<file path="src/srs_consts.svh">
`ifndef SRS_CONSTS_SVH
`define SRS_CONSTS_SVH

// register offsets
`define SRS_ADDR_DENSITY   8'h62
`define SRS_ADDR_CONTROL   8'h63
`define SRS_ADDR_LIM_1UP   8'h64
`define SRS_ADDR_LIM_2DN   8'h65
`define SRS_ADDR_LIM_2UP   8'h66
`define SRS_ADDR_LIM_3DN   8'h67

// reset values
`define SRS_RST_DENSITY    8'h32
`define SRS_RST_CONTROL    8'h0E
`define SRS_RST_LIM_1UP    8'h08
`define SRS_RST_LIM_2DN    8'h06
`define SRS_RST_LIM_2UP    8'h40
`define SRS_RST_LIM_3DN    8'h08
`define SRS_RST_LIM_3UP    8'h48
`define SRS_RST_LIM_4DN    8'h0A
`define SRS_RST_LIM_4UP    8'h50
`define SRS_RST_LIM_5DN    8'h48

// field positions
`define SRS_DEN_WAKE_HI    7
`define SRS_DEN_WAKE_LO    4
`define SRS_DEN_WORK_HI    3
`define SRS_DEN_WORK_LO    0
`define SRS_CTL_AXIS       7
`define SRS_CTL_SCALE_HI   6
`define SRS_CTL_SCALE_LO   4
`define SRS_CTL_IVAL_HI    3
`define SRS_CTL_IVAL_LO    2
`define SRS_CTL_XLOW       1
`define SRS_CTL_XHIGH      0

// density codes and steps
`define SRS_CODE_MIN       4'h1
`define SRS_CODE_MAX       4'h5
`define SRS_CODE_LOW3      4'h2
`define SRS_BASE_STEPS     3'h3

// counts per inch: code 0, spacing of codes 1..5, and the value out of reset
`define SRS_CPI_CODE0      11'h07D
`define SRS_CPI_STEP       11'h0FA
`define SRS_CPI_RST        11'h1F4

// check interval timing
`define SRS_CLK_HZ         100000000
`define SRS_IVAL_UNIT_MS   4
`define SRS_IVAL_UNIT_CYC  ((`SRS_IVAL_UNIT_MS * `SRS_CLK_HZ) / 1000)

`endif

</file>
<file path="src/srs_pkg.sv">
package srs_pkg;
    typedef logic [7:0]  srs_byte_t;
    typedef logic [3:0]  srs_code_t;
    typedef logic [10:0] srs_cpi_t;
    typedef logic [2:0]  srs_step_t;
endpackage

</file>
<file path="src/srs_switcher.sv">
`timescale 1ns/1ps
`include "srs_consts.svh"

module srs_switcher #(
    parameter int               UNIT_CYCLES = `SRS_IVAL_UNIT_CYC,
    parameter srs_pkg::srs_byte_t LIM_3UP   = `SRS_RST_LIM_3UP,
    parameter srs_pkg::srs_byte_t LIM_4DN   = `SRS_RST_LIM_4DN,
    parameter srs_pkg::srs_byte_t LIM_4UP   = `SRS_RST_LIM_4UP,
    parameter srs_pkg::srs_byte_t LIM_5DN   = `SRS_RST_LIM_5DN
) (
    input  wire logic               ref_clk,
    input  wire logic               reset_n,
    input  wire logic [7:0]         reg_addr,
    input  wire logic               reg_wr,
    input  wire logic               reg_rd,
    input  wire srs_pkg::srs_byte_t reg_wdata,
    output srs_pkg::srs_byte_t      reg_rdata,
    output logic                    reg_rvalid,
    input  wire logic               speed_switch_enable,
    input  wire logic               rest_wake,
    input  wire srs_pkg::srs_byte_t velocity,
    output srs_pkg::srs_code_t      active_density_code,
    output srs_pkg::srs_cpi_t       counts_per_inch,
    output logic                    scale_axis_select,
    output logic [2:0]              axis_scale_factor,
    output logic                    check_tick
);
    import srs_pkg::*;

    srs_byte_t count_density_select;
    srs_byte_t speed_switch_control;
    srs_byte_t velocity_limit_1_up;
    srs_byte_t velocity_limit_2_down;
    srs_byte_t velocity_limit_2_up;
    srs_byte_t velocity_limit_3_down;
    srs_step_t step;
    srs_step_t next_step;
    srs_code_t next_code;
    logic [21:0] unit_cnt;
    logic [1:0]  unit_idx;
    srs_byte_t   lim_up [4];
    srs_byte_t   lim_dn [4];

    // code to counts per inch; unlisted codes give zero
    // code 0 is the odd one out, codes 1..5 sit one fixed spacing apart
    function automatic srs_cpi_t srs_cpi(input srs_code_t code);
        srs_cpi_t r;
        r = 11'h000;
        if (code == 4'h0) begin
            r = `SRS_CPI_CODE0;
        end else if (code <= `SRS_CODE_MAX) begin
            r = 11'({7'h00, code} * `SRS_CPI_STEP);
        end
        return r;
    endfunction

    // fields of the control and density registers
    wire logic       xlow  = speed_switch_control[`SRS_CTL_XLOW];
    wire logic       xhigh = speed_switch_control[`SRS_CTL_XHIGH];
    wire logic [1:0] ival  = speed_switch_control[`SRS_CTL_IVAL_HI:`SRS_CTL_IVAL_LO];
    wire srs_code_t  work  = count_density_select[`SRS_DEN_WORK_HI:`SRS_DEN_WORK_LO];
    wire srs_code_t  wake  = count_density_select[`SRS_DEN_WAKE_HI:`SRS_DEN_WAKE_LO];

    // number of enabled steps and the code of the lowest one
    wire srs_step_t  n_steps = `SRS_BASE_STEPS + {2'b00, xlow} + {2'b00, xhigh};
    wire srs_step_t  top     = n_steps - 3'h1;
    wire srs_code_t  base    = xlow ? `SRS_CODE_MIN : `SRS_CODE_LOW3;

    // limits ordered by step; the upper four come from parameters
    assign lim_up[0] = velocity_limit_1_up;
    assign lim_up[1] = velocity_limit_2_up;
    assign lim_up[2] = LIM_3UP;
    assign lim_up[3] = LIM_4UP;
    assign lim_dn[0] = velocity_limit_2_down;
    assign lim_dn[1] = velocity_limit_3_down;
    assign lim_dn[2] = LIM_4DN;
    assign lim_dn[3] = LIM_5DN;

    // register writes; the working code is stored even while switching
    always_ff @(posedge ref_clk or negedge reset_n) begin
        if (!reset_n) begin
            count_density_select  <= `SRS_RST_DENSITY;
            speed_switch_control  <= `SRS_RST_CONTROL;
            velocity_limit_1_up   <= `SRS_RST_LIM_1UP;
            velocity_limit_2_down <= `SRS_RST_LIM_2DN;
            velocity_limit_2_up   <= `SRS_RST_LIM_2UP;
            velocity_limit_3_down <= `SRS_RST_LIM_3DN;
        end else if (reg_wr) begin
            if (reg_addr == `SRS_ADDR_DENSITY) begin
                count_density_select <= reg_wdata;
            end else if (reg_addr == `SRS_ADDR_CONTROL) begin
                speed_switch_control <= reg_wdata;
            end else if (reg_addr == `SRS_ADDR_LIM_1UP) begin
                velocity_limit_1_up <= reg_wdata;
            end else if (reg_addr == `SRS_ADDR_LIM_2DN) begin
                velocity_limit_2_down <= reg_wdata;
            end else if (reg_addr == `SRS_ADDR_LIM_2UP) begin
                velocity_limit_2_up <= reg_wdata;
            end else if (reg_addr == `SRS_ADDR_LIM_3DN) begin
                velocity_limit_3_down <= reg_wdata;
            end
        end
    end

    // register reads answer one cycle later; unmapped reads give zero
    always_ff @(posedge ref_clk or negedge reset_n) begin
        if (!reset_n) begin
            reg_rdata  <= 8'h00;
            reg_rvalid <= 1'b0;
        end else begin
            reg_rvalid <= reg_rd;
            if (!reg_rd) begin
                reg_rdata <= 8'h00;
            end else if (reg_addr == `SRS_ADDR_DENSITY) begin
                reg_rdata <= {wake, active_density_code};
            end else if (reg_addr == `SRS_ADDR_CONTROL) begin
                reg_rdata <= speed_switch_control;
            end else if (reg_addr == `SRS_ADDR_LIM_1UP) begin
                reg_rdata <= velocity_limit_1_up;
            end else if (reg_addr == `SRS_ADDR_LIM_2DN) begin
                reg_rdata <= velocity_limit_2_down;
            end else if (reg_addr == `SRS_ADDR_LIM_2UP) begin
                reg_rdata <= velocity_limit_2_up;
            end else if (reg_addr == `SRS_ADDR_LIM_3DN) begin
                reg_rdata <= velocity_limit_3_down;
            end else begin
                reg_rdata <= 8'h00;
            end
        end
    end

    // interval timer: count 4 ms units, tick after (ival+1) of them
    always_ff @(posedge ref_clk or negedge reset_n) begin
        if (!reset_n) begin
            unit_cnt   <= 22'h000000;
            unit_idx   <= 2'h0;
            check_tick <= 1'b0;
        end else begin
            check_tick <= 1'b0;
            if (unit_cnt == 22'(UNIT_CYCLES - 1)) begin
                unit_cnt <= 22'h000000;
                if (unit_idx >= ival) begin
                    unit_idx   <= 2'h0;
                    check_tick <= 1'b1;
                end else begin
                    unit_idx <= unit_idx + 2'h1;
                end
            end else begin
                unit_cnt <= unit_cnt + 22'h000001;
            end
        end
    end

    // step choice; a wake beats a tick, and a shrunk range clamps the step
    always_comb begin
        next_step = (step > top) ? top : step;
        if (speed_switch_enable && rest_wake) begin
            if (wake <= base) begin
                next_step = 3'h0;
            end else if (wake - base > {1'b0, top}) begin
                next_step = top;
            end else begin
                next_step = 3'(wake - base);
            end
        end else if (speed_switch_enable && check_tick) begin
            if (next_step < top && velocity > lim_up[next_step[1:0]]) begin
                next_step = next_step + 3'h1;
            end else if (next_step != 3'h0 && velocity < lim_dn[next_step[1:0] - 2'h1]) begin
                next_step = next_step - 3'h1;
            end
        end
    end

    // active code: fixed work code when off, else step above base
    always_comb begin
        if (speed_switch_enable) begin
            next_code = base + {1'b0, next_step};
        end else begin
            next_code = work;
        end
    end

    // step and outputs; all drive straight from flops
    always_ff @(posedge ref_clk or negedge reset_n) begin
        if (!reset_n) begin
            step                <= 3'h0;
            active_density_code <= `SRS_CODE_LOW3;
            counts_per_inch     <= `SRS_CPI_RST;
        end else begin
            step                <= next_step;
            active_density_code <= next_code;
            counts_per_inch     <= srs_cpi(next_code);
        end
    end

    // scaling selection mirrors the control register
    always_ff @(posedge ref_clk or negedge reset_n) begin
        if (!reset_n) begin
            scale_axis_select <= 1'b0;
            axis_scale_factor <= 3'h0;
        end else begin
            scale_axis_select <= speed_switch_control[`SRS_CTL_AXIS];
            axis_scale_factor <= speed_switch_control[`SRS_CTL_SCALE_HI:`SRS_CTL_SCALE_LO];
        end
    end

    // helper: cycles since last tick, valid while the interval is unchanged
    logic [22:0] gap;
    logic        gap_ok;
    always_ff @(posedge ref_clk or negedge reset_n) begin
        if (!reset_n) begin
            gap    <= 23'h000000;
            gap_ok <= 1'b0;
        end else begin
            gap    <= check_tick ? 23'h000001 : gap + 23'h000001;
            gap_ok <= check_tick ? 1'b1 : gap_ok && !(reg_wr && reg_addr == `SRS_ADDR_CONTROL);
        end
    end
endmodule // srs_switcher

</file>
<file path="config.mk">
export PLATFORM = sky130hd
export DESIGN_NAME = srs_switcher
export DESIGN_NICKNAME = d
export VERILOG_FILES = /design/src/srs_pkg.sv /design/src/srs_switcher.sv
export VERILOG_INCLUDE_DIRS = /design/src
export SDC_FILE = /design/constraint.sdc
export NUM_CORES = 1
export LEC_CHECK = 0
export CAP_MARGIN = 40
export CORE_ASPECT_RATIO = 0.8
export CORE_MARGIN = 4
export CORE_UTILIZATION = 50
export DETAILED_ROUTE_END_ITERATION = 16
export DONT_BUFFER_PORTS = 1
export PLACE_DENSITY = 0.68
export SLEW_MARGIN = 20
export SYNTH_ARGS = -nofsm -noshare
export SYNTH_HDL_FRONTEND = slang
export SYNTH_SLANG_ARGS = --single-unit
</file>
<file path="constraint.sdc">
create_clock -name ref_clk -period 7.8 [get_ports ref_clk]
set_input_delay 1.56 -clock ref_clk [delete_from_list [all_inputs] [get_ports ref_clk]]
set_output_delay 1.56 -clock ref_clk [all_outputs]
set_load 0.005 [all_outputs]
</file>
==> results of run 1 <==
## per-stage QoR
| stage | util, % | cells | TNS, ns | setup slack [ns] | power, mW |
|---|---|---|---|---|---|
| 6_report | 58.6 | 757 | 0 | 0.261 | 1.73 |
| 5_1_grt | 58.6 | 757 | -0.0682 | -0.0682 | 1.84 |
| 4_1_cts | 57.0 | 747 | 0 | 0.00187 | 1.67 |
| 3_5_place_dp | 54.1 | 728 | -0.227 | -0.227 | 1.18 |
| 3_3_place_gp | 54.1 | 728 | 0 | 0.0513 | 1.17 |
| 2_1_floorplan | - | 587 | 0 | 0.0185 | 1.06 |
## worst max-delay path by stage
stage | from | cells past startpoint | to
floorplan | speed_switch_control[1] | 37 | counts_per_inch[10]
global placement | speed_switch_control[1] | 36 | counts_per_inch[10]
detailed placement | speed_switch_control[1] | 36 | counts_per_inch[10]
CTS | speed_switch_control[1] | 37 | counts_per_inch[10]
global route | speed_switch_control[1] | 35 | counts_per_inch[10]
finish | speed_switch_control[1] | 36 | counts_per_inch[10]
## logic make-up (layout without fill, tap and decap cells)
group,Yosys count,count (layout),synth area share [%]
and+or+nand+nor,178,178,14.1
AOI/OAI and AO/OA,109,109,12.5
DFF,104,104,42.8
muxes,61,61,11.1
adders and majority gates,53,53,11.7
buffers and inverters,49,71,3.18
xor gates and xnor gates,33,33,4.71
## worst register-to-register path: cells and delay by family, from the launching register on
family	cells	cell delay [ns]
adder cells (fa/ha/maj)	8	2.62
XOR/XNOR	3	0.52
AND/OR/NAND/NOR	8	1.06
multiplexers	1	0.30
flip-flops	1	0.58
AO/OA/AOI/OAI	11	1.81
buffers and inverters	5	0.53
## power breakdown
part,total (mW),internal [mW],switching (mW)
logic,0.633,0.295,0.338
clock network,0.457,0.252,0.205
registers,0.640,0.601,0.0395
## cells in the mapped netlist (4+ instances only)
master / count
a21o_1: 8
a21oi_1: 18
a221oi_1: 10
a31oi_1: 7
and3_1: 8
clkbuf_1: 15
dfrtp_1: 86
dfstp_2: 18
fa_1: 7
ha_1: 46
inv_1: 26
inv_2: 4
mux2_2: 56
mux2i_1: 5
nand2_1: 72
nand3_1: 12
nand4_1: 5
nand4b_1: 5
nor2_1: 36
nor2b_1: 7
nor3_1: 5
nor4_1: 4
o21ai_0: 16
o21bai_1: 4
o221ai_1: 8
o22ai_1: 10
xnor2_1: 20
xor2_1: 13
## per-layer routing
layer	vias up	routed length [um]	GRT usage, %
li1	2141	-	-
met5	-	0	0
met1	2286	6500	27.4
met3	26	868	5.35
met2	138	7180	35.1
met4	0	265	6.60
## repair_timing
action / in CTS / in global routing
gates cloned: 0 / 1
setup buffers: 3 / 8
hold buffers: 0 / 0
resized for setup: 6 / 23
pin swaps: 2 / 8
setup endpoints to repair: 2 / 3
## layout make-up
cell class	count	share of cell area, %
repair buffers	24	2.81
inverters	31	1.72
clock inverters	6	0.997
clock buffers	10	3.32
well taps	148	2.68
multi-input cells	434	50.4
flip-flops and latches	104	38.1
## sequential cells by signal (all words and copies together) (netlist names)
signal,count
reg_rdata,8
reg_rvalid,1
counts_per_inch,11
scale_axis_select,1
velocity_limit_3_down,8
unit_cnt,22
velocity_limit_1_up,8
axis_scale_factor,3
check_tick,1
velocity_limit_2_up,8
count_density_select,8
unit_idx,2
velocity_limit_2_down,8
speed_switch_control,8
active_density_code,4
step,3
==> impl_results.md, run 1 <==
* Synth cell types at 61
* Status: completed
* Worst-Margin Slew at 0.873 ns
* Crit-path max cell delay at 0.58 ns
* Largest area contributor in the netlist: dfrtp_1
* Worst R2R End: counts_per_inch[10]
* Syn Nets at 670
* Commonest non-fill, non-tap cell in the layout: dfrtp_1
* Avg Vias per Cell at 6.06
* Starting Density at 52.1%
* Routed WL at 14800 um
* Crit path DAT at 7.78 ns
* Most frequent cells in the layout: 85 x dfrtp_1, 72 x nand2_1, 55 x mux2_2, 39 x ha_1, 35 x nor2_1
* Min Hold Slack at 0.409 ns
* CP delay by family, top: adder cells
* HP Start: speed_switch_control[7]
* Synth warn at 0
* Avg Cell Area, Syn at 10.5 um^2
* Peak supply drop at 0.000175 V
* WP buf/inv at 5
* DR pass1 iterations at 5
* Footprint of the multi-input gates at 3480 um^2
* Gpl congestion at 0.915
* Relative slew slack at 41.5%
* Final setup skew at 0.00822 ns
* Nets@finish at 687
* Share of post-route cells with drive strength above 1 at 24.8%
* Setup Crit Path Kind: reg -> reg
* Register-to-register setup slack at 0.26 ns
* DRT iter0 DRCs at 330
* Fill cell count at 965
* Final min period at 7.54 ns
* WL/cell at 19.6 um
* Dominant cells by area after synthesis: dfrtp_1 35%, mux2_2 10%, ha_1 9.4%
* CP startpoint kind: register
* #FFs+latches synth at 104
* Worst Hold Path Cells at 0
* Die Wd at 132 um
* Via count of the first global-routing pass at 4538
* Die height at 107 um
* Clk pin slew, worst setup/hold paths at 0.07 ns
* Fmax at 133 MHz
* Setup-failing EPs final at 0
* Reg area at 2630 um^2
* Initial antenna violation count at 0
* CP required at 8.04 ns
* Syn Inst Count at 587
* Worst hold path class: reg -> reg
* I/O pin total at 59
* Crit end category: register
* First-pass GRT wire length at 23800 um
* Congestion Overflow GR at 0
* Core area at 11800 um^2
* Synth Flop Type: dfrtp_1
* Antenna diodes at 0
* Final Hold Viols at 0
* Die ar. at 14100 um^2
* Dpl hpwl at 10700 um
* Slowest CP cell: dfstp_2
* H-tree Lvls at 3
* TritonCTS clock tree: yes
* WHS Endpoint: scale_axis_select
* Area grow syn2layout at 12.4%
* Remaining antenna violation count at 0
* Netlist Area Pre-Place at 6140 um^2
* Placed Area at 6370 um^2
* Number of port buffers at 0
* R2r worst-path depth at 36
* CTS Buf Count at 9
* Asr flop ratio synth at 100%
* # Max-Cap Violations at 0
* Tcrit/Tclk final at 96.7%
* Clock sinks at 104
* Final Slew Violations at 0
* Post-synth top area share at 35.1%
* Routed via count at 4591
* Pwr dens at 251 nW/um^2
* Root buf cell: clkbuf_16
* Finished Cell Area at 6900 um^2
* Peak fanout along the critical path at 16
* Std cell rows at 35
* Bufs on Longest Clock Path at 2
* DR DRC count at 0
* Largest net degree at the start of global routing at 105
* Sequential share of the synthesized area at 42.8%
* Worst-Skew Late Latency at 0.35 ns
* Pleak at 3.19 nW
* RR Startpoint: speed_switch_control[1]
* EDFF count, synth at 0
* GR Util All Layers at 21.2%
Note: power is estimated with default switching activity, not from simulation.
==> run 2, diff against run 1 <==
Settings changed: ABC_AREA set to 1, CTS_BUF_LIST set to sky130_fd_sc_hd__clkbuf_8.
==> run 2 against run 1 <==
Synthesized area is 1.9% lower. Final cell count up 16%. Non-clock buffer count shrank 12. Largest cell class unchanged. First-iteration DRC count rose by 7.0%.
==> impl_results.md, run 2 <==
* Min Hold Slack at 0.428 ns
* Congestion Overflow GR at 0
* Pleak at 3.17 nW
* First-pass GRT wire length at 23500 um
* Crit path DAT at 7.63 ns
* Setup ws final at 0.464 ns
* Starting Density at 51.7%
* Post-synth top area share at 35.7%
* Reg area at 2630 um^2
* Bufs on Longest Clock Path at 2
* Met1 GRT Util at 31.3%
* CP required at 8.09 ns
* #FFs+latches synth at 104
* Largest area contributor in the netlist: dfrtp_1
* Syn Inst Count at 711
* Synth Flop Type: dfrtp_1
* Largest Register: unit_cnt
* Synth top cells by count: 137 x nand2_1, 106 x inv_1, 86 x dfrtp_1
* Gpl congestion at 0.878
* Crit-path max cell delay at 0.56 ns
* Clk pin slew, worst setup/hold paths at 0.11 ns
* Setup Crit Path Kind: reg -> reg
* Peak fanout along the critical path at 16
* Largest regs: unit_cnt: 22 flops, counts_per_inch: 11 flops
* Relative slew slack at 49.1%
* I/O pin total at 59
* Routed WL at 14200 um
* M3 GR Usage at 5.27%
* TritonCTS clock tree: yes
* Dpl cells at 855
* Final min period at 7.34 ns
* Core area at 11600 um^2
* Routed via count at 4836
* Netlist Area Pre-Place at 6020 um^2
* Met2 Use GR at 31.6%
* Core Util, Final at 56.4%
* EDFF count, synth at 0
* Slowest CP cell: dfstp_2
* DP Worst Slack at -0.120 ns
* Die Wd at 131 um
* Max reg flops at 22
* Count leader, synth: nand2_1
* Avg Cell Area, Syn at 8.47 um^2
* Most frequent cells in the layout: 136 x nand2_1, 104 x inv_1, 86 x dfrtp_1, 74 x o21ai_0, 53 x nor2_1
* Avg Vias per Cell at 5.51
* # Max-Cap Violations at 0
* Syn Nets at 794
* Peak supply drop at 0.000194 V
* Final Slew Violations at 0
* Die height at 106 um
* Finished Cell Area at 6570 um^2
* Final Hold Viols at 0
* Asr flop ratio synth at 100%
* CP startpoint kind: register
* Dpl hpwl at 10700 um
* Initial antenna violation count at 0
* Dominant cells by area after synthesis: dfrtp_1 36%, ha_1 9.6%, nand2_1 8.5%
* Remaining antenna violation count at 0
* Die ar. at 13900 um^2
* Non-Filler Instances at 877
* Crit end category: register
* Share of post-route cells with drive strength above 1 at 11.4%
* Area grow syn2layout at 9.19%
* Worst hold path class: reg -> reg
* Largest net degree at the start of global routing at 105
* Worst-Skew Late Latency at 0.38 ns
* Fill cell count at 1006
* GR Util All Layers at 21.4%
* Std cell rows at 35
* DR pass1 iterations at 5
* Status: completed
* WL/cell at 16.2 um
* Pwr dens at 247 nW/um^2
* Synth warn at 0
* Fmax at 136 MHz
* Final setup skew at 0.0149 ns
* H-tree Lvls at 3
* Footprint of the multi-input gates at 3060 um^2
* Antenna diodes at 0
* Placed Area at 6220 um^2
* Root buf cell: clkbuf_8
* Nets@finish at 807
* Tcrit/Tclk final at 94.1%
* Sequential share of the synthesized area at 43.6%
* Number of port buffers at 0
* DRT iter0 DRCs at 353
* Synth cell types at 41
* Final setup TNS at 0 ns
* Worst-Margin Slew at 0.761 ns
* Via count of the first global-routing pass at 4717
* Clock sinks at 104
* Power, Total at 1.63 mW
* Gr busiest metal: met2
* CTS Buf Count at 9
* DR DRC count at 0
* Commonest non-fill, non-tap cell in the layout: nand2_1
* Setup-failing EPs final at 0
## run 2: changes by cell type in the layout (fill, tap and decap cells not counted), sizes merged, moves of 17 or more
cell   before  now
o21ai      19   80
a21oi      18   39
nor2       36   53
nand2      72  145
inv        31  108
mux2       56    0
## run 2: power breakdown
group,switching [mW],internal [mW]
registers,0.0366,0.601
logic,0.389,0.273
clock network,0.197,0.129
## run 2: cell type report
type,instances,area share (%)
clock inverter,6,0.761
multi-input combinational,489,46.6
timing repair inverter,1,0.0761
sequential,104,39.9
clock buffer,10,2.09
tap,148,2.82
inverter,107,6.20
timing repair buffer,12,1.56
## run 2: what timing repair did
action / CTS / global route
pin swaps: 1 / 4
cloned: 0 / 1
gates resized for setup: 6 / 24
buffers inserted: 0 / 5
endpoints found under the hold margin: 0 / 0
endpoints found under the setup margin: 1 / 4
hold buffers: 0 / 0
## run 2: logic make-up (layout without fill, tap and decap cells)
family          Yosys count  count (layout)  share of synthesized area (%)
compound gates          168             168                           16.6
fa+ha+maj                53              53                           11.9
xor+xnor                 18              18                           2.62
flops                   104             104                           43.6
buf+inv                 118             136                           7.38
simple gates            250             250                           18.0
## run 2: routing by layer
| metal | vias to the layer above | wire (um) |
|---|---|---|
| met5 | - | 0 |
| met4 | 0 | 280 |
| met3 | 29 | 904 |
| met2 | 154 | 6360 |
| met1 | 2268 | 6700 |
| li1 | 2385 | - |
## run 2: worst paths after layout
path,startpoint,end,cells after the start,slack [ns]
worst min register to register,speed_switch_control[6],axis_scale_factor[2],0,0.43
worst max-delay path,speed_switch_control[1],counts_per_inch[10],38,0.46
min in group asynchronous,reset_n,unit_cnt[5],0,0.88
worst max register to register,speed_switch_control[1],counts_per_inch[10],38,0.46
max in group asynchronous,reset_n,active_density_code[1],0,6.68
worst min-delay path,speed_switch_control[6],axis_scale_factor[2],0,0.43
## run 2: worst max-delay path, delay by kind of cell, from the launching register on
kind | cells | cell delay, ns
compound gates | 10 | 1.57
xor+xnor | 3 | 0.45
buf+inv | 3 | 0.27
flops | 1 | 0.56
simple gates | 14 | 1.84
fa+ha+maj | 8 | 2.54
==> run 3, diff against run 2 <==
Settings changed: GPL_ROUTABILITY_DRIVEN set to 1, GPL_TIMING_DRIVEN set to 0, REMOVE_ABC_BUFFERS set to 1.
==> run 3 against run 2 <==
Utilization up 1.5 points. Register-to-register slack worse by 0.22 ns. Maximum frequency down 2.9%. Die area is the same. Routed wire length grew 3.5%. Clock power grew 1%. Non-clock buffer count is 10 higher. Clock-buffer cell count is 2 higher. Largest cell class unchanged. Largest power group unchanged. Highest routed layer unchanged.
==> impl_results.md, run 3 (synthesis results as in run 2) <==
* Relative slew slack at 47.0%
* Std cell rows at 35
* Nets@finish at 816
* Sw Pwr at 643 uW
* Share of post-route cells with drive strength above 1 at 14.5%
* Peak supply drop at 0.000133 V
* DRT iter0 DRCs at 412
* Non-Filler Instances at 886
* Fmax at 132 MHz
* Via count of the first global-routing pass at 4891
* DR pass1 iterations at 5
* Crit path DAT at 7.86 ns
* Final Hold Viols at 0
* Dpl hpwl at 10400 um
* Avg Vias per Cell at 5.57
* Largest net degree at the start of global routing at 105
* Worst hold path class: reg -> reg
* Setup-failing EPs final at 0
* Net Sw Frac at 38.1%
* Crit end category: register
* Pleak at 3.22 nW
* Pwr dens at 250 nW/um^2
* Dpl cells at 848
* Largest regs: unit_cnt: 22 flops, counts_per_inch: 11 flops
* Gpl congestion at 0.877
* Die ar. at 13900 um^2
* Min Hold Slack at 0.429 ns
* # Max-Cap Violations at 0
* Area grow syn2layout at 12.1%
* CP dominant cell by count: ha_4
* Most frequent cells in the layout: 133 x nand2_1, 102 x inv_1, 86 x dfrtp_1, 74 x o21ai_0, 52 x nor2_1
* Tcrit/Tclk final at 96.9%
* Setup ws final at 0.245 ns
* Initial antenna violation count at 0
* Die height at 106 um
* Final setup TNS at 0 ns
* Root buf cell: clkbuf_8
* Internal power at 1.04 mW
* DP Worst Slack at -1.05 ns
* TritonCTS clock tree: yes
* CP required at 8.10 ns
* Setup Crit Path Kind: reg -> reg
* Remaining antenna violation count at 0
* Clk pwr share at 19.6%
* Finished Cell Area at 6750 um^2
* WL/cell at 16.7 um
* Core area at 11600 um^2
* CP startpoint kind: register
* Final Slew Violations at 0
* Congestion Overflow GR at 0
* Starting Density at 51.7%
* Routed WL at 14800 um
* Power, Total at 1.69 mW
* Die Wd at 131 um
* CP delay by family, top: adder cells
* Final min period at 7.55 ns
* Status: completed
* GR Util All Layers at 22.0%
* Sequential power share at 37.7%
* Hold-fix buffers, CTS at 0
* Peak fanout along the critical path at 8
* Slowest CP cell: dfstp_2
* Placed Area at 6160 um^2
* Commonest non-fill, non-tap cell in the layout: nand2_1
* Worst-Margin Slew at 0.791 ns
* Routed via count at 4935
* H-tree Lvls at 3
* I/O pin total at 59
* Crit-path max cell delay at 0.62 ns
* Clk pin slew, worst setup/hold paths at 0.10 ns
* CTS Buf Count at 9
* Largest Register: unit_cnt
* DR DRC count at 0
* Max reg flops at 22
* Bufs on Longest Clock Path at 2
* Core Util, Final at 57.9%
* Clock sinks at 104
* First-pass GRT wire length at 24000 um
* Antenna diodes at 0
* Worst-Skew Late Latency at 0.38 ns
* Comb power frac at 42.7%
* WP buf/inv at 4
* Number of port buffers at 0
* Final setup skew at 0.0182 ns
==> run 3: path summary, 6_finish.rpt <==
path	to	cells past startpoint	from	slack, ns
max	counts_per_inch[10]	40	speed_switch_control[1]	0.25
min	axis_scale_factor[0]	0	speed_switch_control[4]	0.43
max reg2reg	counts_per_inch[10]	40	speed_switch_control[1]	0.25
min reg2reg	axis_scale_factor[0]	0	speed_switch_control[4]	0.43
max in group asynchronous	velocity_limit_2_down[1]	0	reset_n	6.68
min in group asynchronous	count_density_select[0]	0	reset_n	0.88
==> run 3: power groups by stage <==
stage	clock, mW	sequential (mW)	combinational (mW)
floorplan	0	0.635	0.445
global placement	0	0.646	0.547
detailed placement	0	0.647	0.569
CTS	0.337	0.637	0.609
global route	0.360	0.643	0.809
finish	0.330	0.637	0.721
==> run 3: cell type report <==
type,count,area (um^2)
fillers,1026,4900
multi-input cells,489,3160
flip-flops and latches,104,2630
inverters,107,409
well taps,148,185
repair buffers,22,178
clock buffers,12,165
clock inverters,4,28.8
==> run 3: timing repair <==
item / CTS / global route
gates cloned: 0 / 0
pin swaps: 2 / 15
setup endpoints to repair: 6 / 2
resized for setup: 13 / 34
setup buffers: 8 / 14
==> run 3: routing by layer <==
layer	vias up	track usage, %	wire length (um)
met5	-	0	0
met4	0	5.21	216
met3	23	5.07	890
met2	142	35.1	6940
met1	2367	30.4	6700
li1	2403	-	-
==> run 3: worst register-to-register path, delay by kind of cell, from the launching register on <==
| family | cells | cell delay [ns] |
|---|---|---|
| AOI/OAI and AO/OA | 11 | 1.77 |
| DFF | 1 | 0.62 |
| buffers and inverters | 4 | 0.25 |
| adders and majority gates | 9 | 3.00 |
| and+or+nand+nor | 14 | 1.52 |
| xor gates and xnor gates | 2 | 0.35 |
